File: src/logic/fpl_regs.svh
// Timing figures and reset values of the parallel configuration loader
`ifndef FPL_REGS_SVH
`define FPL_REGS_SVH

// ----------------------------------------
// Clock
// ----------------------------------------
`define FPL_CLK_PS 8000

// ----------------------------------------
// Times as printed
// ----------------------------------------
`define FPL_STATUS_MIN_US 268
`define FPL_INIT_MIN_US 175
`define FPL_INIT_MAX_US 437
`define FPL_LCLK_MAX_PERIOD_NS 10
`define FPL_CU_PERIODS 4
`define FPL_UINIT_PERIODS 17408

// ----------------------------------------
// Derived cycle counts, least times round up
// ----------------------------------------
`define FPL_STATUS_MIN_CYC ((`FPL_STATUS_MIN_US * 1000000 + `FPL_CLK_PS - 1) / `FPL_CLK_PS)
`define FPL_INIT_MIN_CYC ((`FPL_INIT_MIN_US * 1000000 + `FPL_CLK_PS - 1) / `FPL_CLK_PS)
`define FPL_CU_CYC \
  ((`FPL_CU_PERIODS * `FPL_LCLK_MAX_PERIOD_NS * 1000 + `FPL_CLK_PS - 1) / `FPL_CLK_PS)

// ----------------------------------------
// Pin layout and reset values
// ----------------------------------------
`define FPL_PIN_REQ 0
`define FPL_PIN_STAT 1
`define FPL_PIN_LCLK 2
`define FPL_PIN_UCLK 3
`define FPL_PIN_RST 4'h3
`define FPL_FALLS_TO_INIT 2'h2

`endif

File: src/logic/fpl_pkg.sv
// Types shared by the parallel configuration loader
package fpl_pkg;

  // ----------------------------------------
  // Bus width modes
  // ----------------------------------------
  typedef enum logic [1:0] {
    FPL_W8 = 2'h0,
    FPL_W16 = 2'h1,
    FPL_W32 = 2'h2
  } fpl_width_t;

  // ----------------------------------------
  // Loader states, Gray along the usual path
  // ----------------------------------------
  typedef enum logic [2:0] {
    FPL_POR = 3'h0,
    FPL_RESET = 3'h1,
    FPL_WAIT_STAT = 3'h3,
    FPL_LOAD = 3'h2,
    FPL_FALLS = 3'h6,
    FPL_INIT = 3'h7,
    FPL_USER = 3'h5,
    FPL_ERR = 3'h4
  } fpl_state_t;

  // ----------------------------------------
  // One captured configuration word
  // ----------------------------------------
  typedef struct packed {
    logic [31:0] data;
    fpl_width_t width;
  } fpl_word_t;

endpackage

File: src/logic/fpl_fifo.sv
// Flip-flop FIFO with valid and ready on both sides
module fpl_fifo #(
  parameter int WIDTH = 34,
  parameter int DEPTH = 16
) (
  input wire logic i_clk, // Clock
  input wire logic i_reset_n, // Synchronous reset, active low
  input wire logic i_clear, // Drop all contents
  input wire logic i_in_valid, // Write request
  output logic o_in_ready, // Not full
  input wire logic [WIDTH-1:0] i_in_data, // Write data
  output logic o_out_valid, // Not empty
  input wire logic i_out_ready, // Read accept
  output logic [WIDTH-1:0] o_out_data // Head word
);
  localparam int AW = $clog2(DEPTH);

  logic [WIDTH-1:0] mem_r [DEPTH];
  logic [AW-1:0] wr_r;
  logic [AW-1:0] rd_r;
  logic [AW:0] cnt_r;
  logic push;
  logic pop;

  assign o_in_ready = (cnt_r != (AW+1)'(DEPTH));
  assign o_out_valid = (cnt_r != '0);
  assign push = i_in_valid & o_in_ready;
  assign pop = o_out_valid & i_out_ready;
  assign o_out_data = mem_r[rd_r];

  // ----------------------------------------
  // Storage
  // ----------------------------------------
  always_ff @(posedge i_clk) begin
    if (push) begin
      mem_r[wr_r] <= i_in_data;
    end
  end

  // ----------------------------------------
  // Pointers and fill level
  // ----------------------------------------
  always_ff @(posedge i_clk) begin
    if (!i_reset_n || i_clear) begin
      wr_r <= '0;
      rd_r <= '0;
      cnt_r <= '0;
    end else begin
      if (push) begin
        wr_r <= (wr_r == AW'(DEPTH - 1)) ? '0 : wr_r + 1'b1;
      end
      if (pop) begin
        rd_r <= (rd_r == AW'(DEPTH - 1)) ? '0 : rd_r + 1'b1;
      end
      cnt_r <= cnt_r + (AW+1)'(push) - (AW+1)'(pop);
    end
  end

endmodule

File: src/logic/fpl_loader.sv
// Passive parallel configuration loader, device end
`include "fpl_regs.svh"

// Operation
// - User mode keeps request, status and done high; request fall restarts.
// - After power-up status stays low for the whole power-on delay.
// - Done stays low from power-up through wait and data transfer.
// - Width mode picks data bits 7..0, 15..0 or 31..0; pins then freed.
// - Done rises only after the whole image arrived without error.
// - With init-done option, init-complete is driven low until init ends.
// - Done goes low within 600 ns of request falling.
// - Status goes low within 600 ns of request falling.
// - Status low at least 268 us, at most 1506 us if undelayed.
// - Status released within 1506 us of request rising unless held outside.
// - Host may stretch the wait; device follows request and held status.
// - Ratio one: one new word on every load-clock rising edge.
// - Internal oscillator init reaches user mode 175 to 437 us after done.
// - User init clock starts 4 clock periods after done, then 17408 periods.
// - Decompression changes the ratio for all widths; security only for the 16- and 32-bit widths.
module fpl_loader #(
  parameter int DATA_W = 32,
  parameter int FIFO_DEPTH = 16,
  parameter int POR_CYC = `FPL_STATUS_MIN_CYC,
  parameter int STATUS_MIN_CYC = `FPL_STATUS_MIN_CYC,
  parameter int INIT_CYC = `FPL_INIT_MIN_CYC,
  parameter int UINIT_PERIODS = `FPL_UINIT_PERIODS
) (
  input wire logic i_clk, // System clock
  input wire logic i_reset_n, // Synchronous reset, active low
  input wire logic i_config_request_n, // Reconfiguration request pin
  input wire logic i_status_n, // Status pin level
  output logic o_status_n, // Status pin drive value
  output logic o_status_n_oe, // Status pin drive enable
  output logic o_load_complete, // Image loaded flag pin
  input wire logic i_load_clock, // Load clock pin from host
  input wire logic [DATA_W-1:0] i_data, // Configuration data pins
  input wire logic [1:0] i_width_mode, // Bus width select
  input wire logic i_decompress_en, // Decompression feature on
  input wire logic i_security_en, // Design security feature on
  input wire logic [31:0] i_image_words, // Words in one image
  input wire logic i_user_clk_opt, // Use the user init clock
  input wire logic i_user_init_clock, // User init clock pin
  input wire logic i_init_done_opt, // Init-complete pin enabled
  output logic o_init_complete, // Init-complete pin drive value
  output logic o_init_complete_oe, // Init-complete pin drive enable
  output logic o_user_mode, // Device in user mode
  output logic o_data_pins_user, // Data pins freed for user I/O
  output logic o_error, // Transfer error seen
  output logic o_cfg_valid, // Configuration word available
  input wire logic i_cfg_ready, // Configuration word accepted
  output fpl_pkg::fpl_word_t o_cfg_word // Configuration word
);

  // ----------------------------------------
  // Functions
  // ----------------------------------------
  function automatic logic [3:0] fpl_ratio(input logic [1:0] w, input logic dec,
                                           input logic sec);
    logic [3:0] r;
    r = 4'h1;
    unique case (fpl_pkg::fpl_width_t'(w))
      fpl_pkg::FPL_W8: r = dec ? 4'h2 : 4'h1;
      fpl_pkg::FPL_W16: r = dec ? 4'h4 : (sec ? 4'h2 : 4'h1);
      fpl_pkg::FPL_W32: r = dec ? 4'h8 : (sec ? 4'h4 : 4'h1);
      default: r = 4'h1;
    endcase
    return r;
  endfunction

  function automatic logic [31:0] fpl_mask(input logic [1:0] w);
    logic [31:0] m;
    m = 32'hFFFFFFFF;
    unique case (fpl_pkg::fpl_width_t'(w))
      fpl_pkg::FPL_W8: m = 32'h000000FF;
      fpl_pkg::FPL_W16: m = 32'h0000FFFF;
      fpl_pkg::FPL_W32: m = 32'hFFFFFFFF;
      default: m = 32'hFFFFFFFF;
    endcase
    return m;
  endfunction

  // ----------------------------------------
  // Declarations
  // ----------------------------------------
  fpl_pkg::fpl_state_t state_r;
  fpl_pkg::fpl_state_t state_nxt;
  logic [3:0] pins;
  logic [3:0] s1_r;
  logic [3:0] s2_r;
  logic [3:0] s3_r;
  logic [3:0] lvl_r;
  logic [3:0] lvl_d_r;
  logic [DATA_W-1:0] d1_r;
  logic [DATA_W-1:0] d2_r;
  logic [DATA_W-1:0] d3_r;
  logic [DATA_W-1:0] d4_r;
  logic req_fall;
  logic req_high;
  logic stat_high;
  logic lclk_rise;
  logic lclk_fall;
  logic uclk_rise;
  logic [31:0] tmr_r;
  logic [31:0] wc_r;
  logic [3:0] beat_r;
  logic [1:0] falls_r;
  logic cu_done_r;
  logic [3:0] ratio;
  logic beat_last;
  logic push;
  logic fifo_ready;
  logic last_word;
  fpl_pkg::fpl_word_t word;

  assign pins = {i_user_init_clock, i_load_clock, i_status_n, i_config_request_n};

  // ----------------------------------------
  // Pin synchronisers and filters
  // ----------------------------------------
  always_ff @(posedge i_clk) begin
    if (!i_reset_n) begin
      s1_r <= `FPL_PIN_RST;
      s2_r <= `FPL_PIN_RST;
      s3_r <= `FPL_PIN_RST;
      lvl_r <= `FPL_PIN_RST;
      lvl_d_r <= `FPL_PIN_RST;
    end else begin
      s1_r <= pins;
      s2_r <= s1_r;
      s3_r <= s2_r;
      for (int i = 0; i < 4; i++) begin
        if (s2_r[i] == s3_r[i]) begin
          lvl_r[i] <= s3_r[i];
        end
      end
      lvl_d_r <= lvl_r;
    end
  end

  // Data pins follow the clock path stage by stage
  always_ff @(posedge i_clk) begin
    if (!i_reset_n) begin
      d1_r <= '0;
      d2_r <= '0;
      d3_r <= '0;
      d4_r <= '0;
    end else begin
      d1_r <= i_data;
      d2_r <= d1_r;
      d3_r <= d2_r;
      d4_r <= d3_r;
    end
  end

  assign req_fall = ~lvl_r[`FPL_PIN_REQ] & lvl_d_r[`FPL_PIN_REQ];
  assign req_high = lvl_r[`FPL_PIN_REQ];
  assign stat_high = lvl_r[`FPL_PIN_STAT];
  assign lclk_rise = lvl_r[`FPL_PIN_LCLK] & ~lvl_d_r[`FPL_PIN_LCLK];
  assign lclk_fall = ~lvl_r[`FPL_PIN_LCLK] & lvl_d_r[`FPL_PIN_LCLK];
  assign uclk_rise = lvl_r[`FPL_PIN_UCLK] & ~lvl_d_r[`FPL_PIN_UCLK];

  // ----------------------------------------
  // Word assembly
  // ----------------------------------------
  // ratio from features
  assign ratio = fpl_ratio(i_width_mode, i_decompress_en, i_security_en);
  assign beat_last = (beat_r == ratio - 4'h1);
  assign push = (state_r == fpl_pkg::FPL_LOAD) & lclk_rise & beat_last;
  assign last_word = (wc_r + 32'h1 >= i_image_words);
  assign word.data = d4_r & fpl_mask(i_width_mode);
  assign word.width = fpl_pkg::fpl_width_t'(i_width_mode);

  always_ff @(posedge i_clk) begin
    if (!i_reset_n || state_r != fpl_pkg::FPL_LOAD) begin
      beat_r <= '0;
      wc_r <= '0;
    end else if (lclk_rise) begin
      beat_r <= beat_last ? 4'h0 : beat_r + 4'h1;
      if (beat_last) begin
        wc_r <= wc_r + 32'h1;
      end
    end
  end

  // ----------------------------------------
  // Word buffer
  // ----------------------------------------
  fpl_fifo #(
    .WIDTH($bits(fpl_pkg::fpl_word_t)),
    .DEPTH(FIFO_DEPTH)
  ) u_fifo (
    .i_clk(i_clk),
    .i_reset_n(i_reset_n),
    .i_clear(req_fall),
    .i_in_valid(push),
    .o_in_ready(fifo_ready),
    .i_in_data(word),
    .o_out_valid(o_cfg_valid),
    .i_out_ready(i_cfg_ready),
    .o_out_data(o_cfg_word)
  );

  // ----------------------------------------
  // Sequence control
  // ----------------------------------------
  always_comb begin
    state_nxt = state_r;
    unique case (state_r)
      fpl_pkg::FPL_POR: begin
        if (tmr_r >= 32'(POR_CYC)) begin
          state_nxt = fpl_pkg::FPL_RESET;
        end
      end
      fpl_pkg::FPL_RESET: begin
        if (req_high && tmr_r >= 32'(STATUS_MIN_CYC)) begin
          state_nxt = fpl_pkg::FPL_WAIT_STAT;
        end
      end
      fpl_pkg::FPL_WAIT_STAT: begin
        if (stat_high) begin
          state_nxt = fpl_pkg::FPL_LOAD;
        end
      end
      fpl_pkg::FPL_LOAD: begin
        if (!stat_high || (push && !fifo_ready)) begin
          state_nxt = fpl_pkg::FPL_ERR;
        end else if (push && last_word) begin
          state_nxt = fpl_pkg::FPL_FALLS;
        end
      end
      fpl_pkg::FPL_FALLS: begin
        if (lclk_fall && falls_r == `FPL_FALLS_TO_INIT - 2'h1) begin
          state_nxt = fpl_pkg::FPL_INIT;
        end
      end
      fpl_pkg::FPL_INIT: begin
        if (i_user_clk_opt) begin
          if (cu_done_r && uclk_rise && tmr_r + 32'h1 >= 32'(UINIT_PERIODS)) begin
            state_nxt = fpl_pkg::FPL_USER;
          end
        end else if (tmr_r + 32'h1 >= 32'(INIT_CYC)) begin
          state_nxt = fpl_pkg::FPL_USER;
        end
      end
      fpl_pkg::FPL_USER: begin
        state_nxt = fpl_pkg::FPL_USER;
      end
      fpl_pkg::FPL_ERR: begin
        state_nxt = fpl_pkg::FPL_ERR;
      end
    endcase
    if (req_fall && state_r != fpl_pkg::FPL_POR) begin
      state_nxt = fpl_pkg::FPL_RESET;
    end
  end

  always_ff @(posedge i_clk) begin
    if (!i_reset_n) begin
      state_r <= fpl_pkg::FPL_POR;
    end else begin
      state_r <= state_nxt;
    end
  end

  // ----------------------------------------
  // Timer, restarted on each state change
  // ----------------------------------------
  always_ff @(posedge i_clk) begin
    if (!i_reset_n || state_nxt != state_r) begin
      tmr_r <= '0;
    end else if (state_r == fpl_pkg::FPL_INIT && i_user_clk_opt) begin
      if (!cu_done_r && tmr_r + 32'h1 >= 32'(`FPL_CU_CYC)) begin
        tmr_r <= '0;
      end else if (!cu_done_r || uclk_rise) begin
        tmr_r <= tmr_r + 32'h1;
      end
    end else if (tmr_r != 32'hFFFFFFFF) begin
      tmr_r <= tmr_r + 32'h1;
    end
  end

  always_ff @(posedge i_clk) begin
    if (!i_reset_n || state_r != fpl_pkg::FPL_INIT) begin
      cu_done_r <= 1'b0;
    end else if (i_user_clk_opt && tmr_r + 32'h1 >= 32'(`FPL_CU_CYC)) begin
      cu_done_r <= 1'b1;
    end
  end

  always_ff @(posedge i_clk) begin
    if (!i_reset_n || state_r != fpl_pkg::FPL_FALLS) begin
      falls_r <= '0;
    end else if (lclk_fall) begin
      falls_r <= falls_r + 2'h1;
    end
  end

  // ----------------------------------------
  // Pin drivers
  // ----------------------------------------
  always_ff @(posedge i_clk) begin
    if (!i_reset_n) begin
      o_status_n_oe <= 1'b1;
      o_load_complete <= 1'b0;
      o_init_complete_oe <= 1'b0;
      o_user_mode <= 1'b0;
      o_data_pins_user <= 1'b0;
      o_error <= 1'b0;
    end else begin
      o_status_n_oe <= (state_nxt == fpl_pkg::FPL_POR) ||
                       (state_nxt == fpl_pkg::FPL_RESET) ||
                       (state_nxt == fpl_pkg::FPL_ERR);
      o_load_complete <= (state_nxt == fpl_pkg::FPL_FALLS) ||
                         (state_nxt == fpl_pkg::FPL_INIT) ||
                         (state_nxt == fpl_pkg::FPL_USER);
      o_init_complete_oe <= i_init_done_opt &&
                            ((state_nxt == fpl_pkg::FPL_FALLS) ||
                             (state_nxt == fpl_pkg::FPL_INIT));
      o_user_mode <= (state_nxt == fpl_pkg::FPL_USER);
      o_data_pins_user <= (state_nxt == fpl_pkg::FPL_USER);
      o_error <= (state_nxt == fpl_pkg::FPL_ERR);
    end
  end

  // Open-drain pins only ever pull low
  assign o_status_n = 1'b0;
  assign o_init_complete = 1'b0;

endmodule

File: config.mk
export PLATFORM = sky130hd
export DESIGN_NAME = fpl_loader
export DESIGN_NICKNAME = d
export VERILOG_FILES = /design/src/logic/fpl_pkg.sv /design/src/logic/fpl_fifo.sv /design/src/logic/fpl_loader.sv
export VERILOG_INCLUDE_DIRS = /design/src /design/src/logic
export SDC_FILE = /design/constraint.sdc
export NUM_CORES = 1
export LEC_CHECK = 0
export ABC_AREA = 1
export ABC_CLOCK_PERIOD_IN_PS = 13100
export BUFFER_PORTS_ARGS = -buffer_cell sky130_fd_sc_hd__clkbuf_2
export CAP_MARGIN = 15
export CORE_MARGIN = 2
export CORE_UTILIZATION = 50
export CTS_CLUSTER_DIAMETER = 100
export DETAILED_ROUTE_END_ITERATION = 16
export PLACE_DENSITY_LB_ADDON = 0.15
export SYNTH_ARGS = -nofsm -noshare
export SYNTH_HDL_FRONTEND = slang
export SYNTH_SLANG_ARGS = --single-unit
export TNS_END_PERCENT = 100
File: constraint.sdc
create_clock -name i_clk -period 13.1 [get_ports i_clk]
set_input_delay 0.655 -clock i_clk [delete_from_list [all_inputs] [get_ports i_clk]]
set_output_delay 0.655 -clock i_clk [all_outputs]
set_load 0.01 [all_outputs]
==> results.py, run 1 <==
metrics = {
    "power": {
        "power_density_nw_per_um2": 154,
        "p_leak_nw": 15.3,
        "ir_drop_mv": 0.0997,
        "p_total_mw": 5.79,
    },
    "floorplanning": {
        "io_pins": 120,
        "rows": 94,
        "die_w_um": 262,
        "die-area_um2": 68400,
        "start_util_pct": 50.5,
        "fp.dieH_um": 262,
        "core_um2": 65700,
    },
    "cts": {
        "path_clk_slew_ns": 0.06,
        "clk_path_buf_depth": 3,
        "cts_made_buffers": 82,
        "clkLatencyLatePin_ns": 0.63,
        "cts_max_level": 3,
        "cts_resized": 0,
        "cts_setup_buffers": 0,
        "clk_root_buffer_cell": "clkbuf_16",
        "ctsHoldBuffers": 0,
        "cts.sinks": 787,
        "cts_tree": "yes",
    },
    "routing": {
        "wl_met1_mm": 32.7,
        "first_iter_violations": 1649,
        "routed-wl-met3_mm": 3.89,
        "first_pass_iters": 6,
        "routed.top_layer": "met5",
        "routed_wl_mm": 75.2,
        "vias": 21500,
        "antenna_left": 0,
        "wl_per_cell_um": 18.4,
        "vias_per_cell": 5.26,
        "route.met2.wl_mm": 37.1,
        "route.detailed.drc": 0,
    },
    "timing": {
        "slew_headroom_pct": 21.7,
        "max_freq_mhz": 194,
        "period_share_pct": 39.4,
        "tightest_slew_ns": 1.17,
        "finalWorstSetupSlack_ns": 7.94,
        "fin_tns_setup_ns": 0,
        "finClkSkew_ns": 0.0270,
        "hold_viol": 0,
        "rsz0062_at_grt": "no",
        "setup_viol": 0,
        "period_needed_ns": 5.16,
        "slew_viol_final": 0,
    },
    "logic_synthesis": {
        "yosys_warnings": 0,
        "synth.distinct_cells": 48,
        "async_flop_share_pct": 0,
        "synth.largest_area_cell": "edfxtp_1",
        "syn_area_per_cell_um2": 10.9,
        "synthTopCellsByArea": "edfxtp_1, dfxtp_1, inv_1",
        "syn_area_um2": 33200,
        "ys.flop_type": "edfxtp_1",
        "synth_cells": 3048,
        "synth_edf_count": 544,
        "ys_seq_area_share_pct": 63.9,
        "synth_top_area_share_pct": 49.2,
        "synth_seq_cells": 787,
    },
    "critical_path": {
        "cp_common_cell": "nand2_1",
        "crit_fanout": 32,
        "crit_path_max_incr_delay_ns": 0.70,
        "cp.required_ns": 13.57,
        "endpoint_kind": "register",
        "r2r_slack_ns": 7.94,
        "worstSetupPathType": "reg2reg",
        "cp.arrival_ns": 5.62,
        "cpMaxStageDelayCell": "nand3_4",
        "crit_path_start_kind": "register",
    },
    "grt": {
        "grt_antenna_before_repair": 3,
        "grt_max_degree": 105,
        "grtUsageTotal_pct": 22.1,
        "grt_pass1_vias": 21200,
        "grt_overflow": 0,
        "grt_pass1_wl_mm": 116,
    },
    "layout": {
        "final_cell_mix": "edfxtp_1, inv_1, nand2_1",
        "drive_gt1_share_pct": 12.0,
        "areaGrowthSynthToFinish_pct": 13.0,
        "multi_input_area_um2": 9710,
        "fillers": 5516,
        "layout_commonest_cell": "edfxtp_1",
        "finalNetCount": 3283,
        "seq_area_um2": 21200,
        "antennaDiodeCount": 0,
        "final_area_um2": 37500,
    },
    "placed_design": {
        "placed_area_um2": 34600,
        "globalplace.congestion": 0.864,
        "io_buffers": 117,
        "post-place-ws_ns": 7.81,
        "place_hpwl_mm": 46.7,
    },
    "min_path": {
        "min-delay-path-class": "in2reg",
    },
    "run": {
        "cap_viol_max_count": 0,
    },
    "outcome": {
        "status": "completed",
    },
}
## critical path, delay by kind of cell, from the launching register on
family / cells / cell delay (ns)
simple gates: 26 / 3.84
fa+ha+maj: 2 / 0.49
buf+inv: 1 / 0.06
compound gates: 1 / 0.14
flops: 1 / 0.40
## cell type report
class                   count  area share (%)
flip-flops and latches    787            56.6
multi-input cells        1646            25.9
clock buffers             119            6.28
inverters                 482            4.84
well taps                 864            2.88
repair buffers            154            2.73
clock inverters            33           0.798
## power breakdown
part	internal, mW	switching, mW
registers	2.66	0.0668
clock network	1.33	0.938
logic	0.295	0.499
total	4.29	1.50
## cells by family (layout without fill, tap and decap cells)
| kind of cell | count (synthesis) | in the layout | share of synthesized area, % |
|---|---|---|---|
| adder cells (fa/ha/maj) | 53 | 53 | 2.02 |
| AND/OR/NAND/NOR | 857 | 857 | 11.9 |
| flip-flops | 787 | 787 | 63.9 |
| multiplexers | 136 | 136 | 4.10 |
| other | 1 | 2 | 0.0113 |
| XOR/XNOR | 46 | 46 | 1.21 |
| buffers and inverters | 616 | 788 | 7.21 |
| AO/OA/AOI/OAI | 552 | 552 | 9.60 |
## layer usage
layer	track usage, %	vias to the layer above
li1	-	10500
met1	29.0	10300
met2	38.1	508
met3	3.16	115
met4	6.50	6
met5	0	-
## cell usage after synthesis, drive strengths merged (2+ instances only)
| cell type | instances |
|---|---|
| nand4 | 31 |
| nand2 | 444 |
| nor2 | 238 |
| dfxtp | 243 |
| o21a | 3 |
| nand3b | 2 |
| o21bai | 3 |
| mux2i | 136 |
| inv | 481 |
| a31oi | 13 |
| o21ai | 203 |
| xnor2 | 4 |
| a22oi | 6 |
| edfxtp | 544 |
| buf | 32 |
| clkbuf | 102 |
| o211ai | 138 |
| ha | 52 |
| a21oi | 171 |
| o22ai | 10 |
| nand3 | 105 |
| nor3 | 18 |
| nor4 | 7 |
| xor2 | 42 |
| or2 | 10 |
| a211oi | 2 |
## sequential cells by signal (all words and copies together) (netlist names), 5 cells and up, named ones only
register	flops
wc_r	32
d3_r	32
tmr_r	32
d1_r	32
u_fifo.mem_r	544
d2_r	32
d4_r	32
u_fifo.cnt_r	5
## through the flow
stage	cells	hold WS [ns]	utilization (%)
6_report	4085	0.205	57.0
3_5_place_dp	3923	0.395	52.7
2_1_floorplan	3049	0.390	-
5_1_grt	4085	0.205	57.0
3_3_place_gp	3922	0.394	52.6
4_1_cts	4075	0.173	56.7
## path summary, 6_finish.rpt
| check | startpoint | end | depth (start not counted) |
|---|---|---|---|
| min reg2reg | d2_r[8] | d3_r[8] | 2 |
| min | i_data[31] | d1_r[31] | 3 |
| max | wc_r[0] | tmr_r[0] | 30 |
| max reg2reg | wc_r[0] | tmr_r[0] | 30 |
(Power assumes the default switching activity.)
==> inputs of run 2 (changes only) <==
ABC_CLOCK_PERIOD_IN_PS = 5390   (was 13100)
clock period = 5.39 ns   (was 13.1 ns; I/O delays follow)
==> results.py, run 2 (same netlist as run 1, synthesis figures left out) <==
metrics = {
    "routing": {
        "vias_per_cell": 5.27,
        "route.detailed.drc": 0,
        "antenna_left": 0,
        "wl_per_cell_um": 18.9,
        "vias": 21800,
        "first_iter_violations": 1610,
        "routed_wl_mm": 78.0,
        "first_pass_iters": 5,
    },
    "critical_path": {
        "startpoint": "wc_r[0]",
        "worstSetupPathType": "reg2reg",
        "crit_path_max_incr_delay_ns": 0.40,
        "cpMaxStageDelayCell": "dfxtp_1",
        "r2r_end": "tmr_r[0]",
        "endpoint_kind": "register",
        "r2r_slack_ns": 0.58,
        "cp_common_cell": "nand2_1",
        "crit_path_start_kind": "register",
        "crit_fanout": 20,
        "crit_end": "tmr_r[0]",
        "reg2reg_depth": 31,
        "reg2reg_from": "wc_r[0]",
        "cp.arrival_ns": 5.33,
        "cp.required_ns": 5.90,
    },
    "layout": {
        "areaGrowthSynthToFinish_pct": 14.6,
        "layout_commonest_cell": "edfxtp_1",
        "final_cell_mix": "edfxtp_1, inv_1, nand2_1",
        "drive_gt1_share_pct": 12.4,
        "finalNetCount": 3330,
        "antennaDiodeCount": 0,
        "largest_reg_flops": 544,
        "regMostFlops": "u_fifo.mem_r",
    },
    "cts": {
        "clkLatencyLatePin_ns": 0.63,
        "clk_path_buf_depth": 3,
        "cts_max_level": 3,
        "cts_setup_buffers": 0,
        "cts_resized": 0,
        "cts_tree": "yes",
        "clk_root_buffer_cell": "clkbuf_16",
        "cts_made_buffers": 82,
        "path_clk_slew_ns": 0.06,
        "cts.sinks": 787,
    },
    "power": {
        "power_density_nw_per_um2": 376,
        "ir_drop_mv": 0.283,
        "switching_share_pct": 26.1,
        "internal_power_mw": 10.6,
        "pwr-share-clk_pct": 39.8,
        "p_switching_mw": 3.74,
        "seq_power_share_pct": 46.0,
        "p_leak_nw": 15.5,
        "p_comb_share_pct": 14.2,
    },
    "floorplanning": {
        "start_util_pct": 50.5,
        "fp.dieH_um": 262,
        "io_pins": 120,
        "die-area_um2": 68400,
        "rows": 94,
        "die_w_um": 262,
        "core_um2": 65700,
    },
    "placed_design": {
        "io_buffers": 117,
        "place_hpwl_mm": 48.0,
        "globalplace.congestion": 0.874,
        "post-place-ws_ns": 0.541,
    },
    "timing": {
        "setup_viol": 0,
        "period_needed_ns": 4.81,
        "slew_headroom_pct": 24.9,
        "hold_viol": 0,
        "tightest_slew_ns": 1.12,
        "period_share_pct": 89.3,
        "finClkSkew_ns": 0.0196,
        "finalWorstSetupSlack_ns": 0.577,
        "fin_tns_setup_ns": 0,
        "slew_viol_final": 0,
        "rsz0062_at_grt": "no",
        "max_freq_mhz": 208,
    },
    "grt": {
        "grt_pass1_wl_mm": 121,
        "grt_pass1_vias": 21700,
        "grt_max_degree": 123,
        "grt_antenna_before_repair": 4,
        "grt_overflow": 0,
        "grtUsageTotal_pct": 23.0,
    },
    "outcome": {
        "status": "completed",
    },
    "run": {
        "cap_viol_max_count": 0,
    },
    "min_path": {
        "min-delay-path-class": "in2reg",
    },
}
run 2: cell types whose count changed in the layout (fill, tap and decap cells not counted), moves of 3 or more:
cell | before | now
dlygate4sd3_1 | 0 | 38
buf_12 | 3 | 10
clkbuf_1 | 21 | 18
clkinv_1 | 11 | 7
buf_4 | 29 | 36
inv_6 | 3 | 6
clkinv_2 | 12 | 16
buf_16 | 6 | 0
run 2: worst max-delay path, delay by kind of cell (launching register included):
kind | cells | cell delay, ns
AND/OR/NAND/NOR | 25 | 3.23
adder cells (fa/ha/maj) | 2 | 0.48
XOR/XNOR | 1 | 0.20
flip-flops | 1 | 0.40
buffers and inverters | 3 | 0.38
run 2: area by class of cell:
| type | instances | area, um2 |
|---|---|---|
| Sequential cell | 787 | 21200 |
| Clock buffer | 115 | 2350 |
| Multi-Input combinational cell | 1646 | 9710 |
| Fill cell | 5507 | 27700 |
| Inverter | 482 | 1810 |
| Clock inverter | 39 | 395 |
| Tap cell | 864 | 1080 |
| Timing Repair Buffer | 201 | 1440 |
run 2: metal layers:
metal	global-route usage (%)	vias to the layer above	wire length [um]	share of wire, %
met4	8.48	4	2250	2.9
li1	-	10600	-	-
met5	0	-	26	0.033
met3	3.83	135	4280	5.5
met2	39.0	572	38300	49
met1	29.9	10400	33200	43
run 2: worst min path at each step:
stage / startpoint / to / cells after the start
after floorplan: i_data[0] / d1_r[0] / 2
after global placement: d2_r[25] / d3_r[25] / 2
after detailed placement: d2_r[28] / d3_r[28] / 2
after CTS: i_cfg_ready / register / 4
after global routing: i_cfg_ready / register / 4
final: i_cfg_ready / register / 4
run 2: repair_timing:
item / CTS / global route
setup endpoints to repair: 0 / 0
hold buffers: 38 / 0
endpoints found under the hold margin: 38 / 0
run 2: stage by stage:
step	instances	area [um2]	total power, mW	hold slack, ns	utilization [%]
finish	4134	38000	14.3	0.0436	57.8
global route	4134	38000	14.9	0.0456	57.8
CTS	4133	38000	14.4	0.0154	57.8
detailed placement	3941	34900	8.72	0.397	53.0
global placement	3941	34900	8.68	0.395	53.0
floorplan	3049	33200	8.10	0.367	-
run 2: power by group through the flow:
stage / clock network [mW] / registers [mW] / logic, mW
global placement: 0 / 6.70 / 1.98
global route: 6.05 / 6.58 / 2.26
finish: 5.70 / 6.57 / 2.03
floorplan: 0 / 6.62 / 1.48
detailed placement: 0 / 6.70 / 2.02
CTS: 5.81 / 6.57 / 2.05
==> inputs of run 3 (changes only) <==
CELL_PAD_IN_SITES_DETAIL_PLACEMENT = 0   (was unset)
CELL_PAD_IN_SITES_GLOBAL_PLACEMENT = 2   (was unset)
CORE_MARGIN = unset   (was 2)
CORE_UTILIZATION = 42   (was 50)
==> results.py, run 3 (same netlist as run 1, synthesis figures left out) <==
metrics = {
    "outcome": {
        "status": "completed",
    },
    "placed_design": {
        "placed_area_um2": 35100,
        "place_hpwl_mm": 47.4,
        "post-place-ws_ns": 0.487,
        "io_buffers": 117,
        "globalplace.congestion": 0.823,
    },
    "timing": {
        "hold_slack_ns": 0.0642,
        "hold_viol": 0,
        "finClkSkew_ns": 0.0232,
        "rsz0062_at_grt": "no",
        "slew_viol_final": 0,
        "period_share_pct": 88.1,
        "max_freq_mhz": 211,
        "tightest_slew_ns": 1.18,
        "setup_viol": 0,
        "finalWorstSetupSlack_ns": 0.643,
        "period_needed_ns": 4.75,
        "fin_tns_setup_ns": 0,
        "slew_headroom_pct": 21.3,
    },
    "floorplanning": {
        "fp.dieH_um": 283,
        "die-area_um2": 80100,
        "core_um2": 77800,
        "start_util_pct": 42.6,
        "die_w_um": 283,
        "io_pins": 120,
        "rows": 102,
    },
    "power": {
        "power_density_nw_per_um2": 376,
        "ir_drop_mv": 0.219,
        "p_total_mw": 14.4,
        "p_leak_nw": 15.6,
    },
    "routing": {
        "route.met2.wl_mm": 38.8,
        "vias": 21600,
        "vias_per_cell": 5.01,
        "routed.top_layer": "met5",
        "first_iter_violations": 1205,
        "routed-wl-met3_mm": 2.80,
        "route.detailed.drc": 0,
        "wl_per_cell_um": 18.4,
        "first_pass_iters": 5,
        "wl_met1_mm": 35.9,
        "routed_wl_mm": 79.3,
        "antenna_left": 0,
    },
    "critical_path": {
        "cp.arrival_ns": 5.25,
        "path_depth": 31,
        "crit_fanout": 32,
        "reg2reg_depth": 31,
        "worstSetupPathType": "reg2reg",
        "crit_family": "simple AND/OR/NAND/NOR gates",
        "cp_common_cell": "nand2_1",
        "crit_path_max_incr_delay_ns": 0.40,
        "cp.required_ns": 5.89,
        "cpMaxStageDelayCell": "dfxtp_1",
        "worst-path-buf-inv": 3,
        "endpoint_kind": "register",
        "crit_path_start_kind": "register",
    },
    "layout": {
        "areaGrowthSynthToFinish_pct": 15.8,
        "layout_commonest_cell": "edfxtp_1",
        "final_cell_mix": "edfxtp_1, inv_1, nand2_1",
        "antennaDiodeCount": 0,
        "largest_reg_flops": 544,
        "finalNetCount": 3328,
        "final_area_um2": 38400,
        "fillers": 7005,
        "drive_gt1_share_pct": 12.5,
        "regMostFlops": "u_fifo.mem_r",
    },
    "cts": {
        "clk_root_buffer_cell": "clkbuf_16",
        "clkLatencyLatePin_ns": 0.63,
        "cts_made_buffers": 85,
        "clk_path_buf_depth": 3,
        "cts.sinks": 787,
        "cts_tree": "yes",
        "cts_max_level": 3,
        "path_clk_slew_ns": 0.06,
    },
    "grt": {
        "grt_pass1_vias": 21400,
        "grtUsageTotal_pct": 19.6,
        "grt_overflow": 0,
        "grt_antenna_before_repair": 3,
        "grt_max_degree": 110,
        "grt_pass1_wl_mm": 122,
    },
    "min_path": {
        "holdPathStages": 4,
        "min-delay-path-class": "in2reg",
    },
    "run": {
        "cap_viol_max_count": 0,
    },
}
-- run 3: changes by cell type in the layout (fill, tap and decap cells not counted), moves of 3 or more --
cell	previous run	this run
buf_4	36	28
clkbuf_1	18	14
clkbuf_16	85	89
clkinv_4	2	5
buf_12	10	13
-- run 3: path summary, 6_finish.rpt --
kind | from | slack, ns | end
worst max-delay path | wc_r[0] | 0.64 | tmr_r[0]
worst min-delay path | i_cfg_ready | 0.06 | register
worst max register to register | wc_r[0] | 0.64 | tmr_r[0]
worst min register to register | d2_r[24] | 0.41 | d3_r[24]
-- run 3: report_power, final --
part / switching, mW / internal, mW / leakage (nW)
logic: 1.19 / 0.740 / 6.70
clock network: 2.39 / 3.48 / 1.43
registers: 0.180 / 6.47 / 7.46
total: 3.76 / 10.7 / 15.6
-- run 3: final cells by class --
class	count	area [um2]	share of cell area, %
sequential	787	21200	55.2
multi-input combinational	1646	9710	25.3
clock buffer	118	2470	6.43
inverter	482	1810	4.72
timing repair buffer	196	1460	3.80
tap	1040	1300	3.39
clock inverter	40	433	1.13
-- run 3: tightest hold or removal path: cells and delay by family --
kind                   cells  cell delay (ns)
AND/OR/NAND/NOR            2             0.19
buffers and inverters      1             0.11
AO/OA/AOI/OAI              1             0.06
-- run 3: layer usage --
layer / GRT usage (%) / vias up
met3: 2.82 / 126
met4: 5.19 / 2
met1: 26.0 / 10500
met5: 0 / -
li1: - / 10600
met2: 33.5 / 382
-- run 3: metrics by stage --
stage                     std cells  util, %
after CTS                      4309     49.3
final                          4309     49.3
after global routing           4309     49.3
after floorplan                3049        -
after global placement         4113     45.1
after detailed placement       4113     45.1
-- run 3: timing repair --
item                       CTS  global route
hold buffers                38             0
buffers inserted             0             0
hold endpoints to repair    38             0
resized for setup            0             2
setup endpoints to repair    0             9
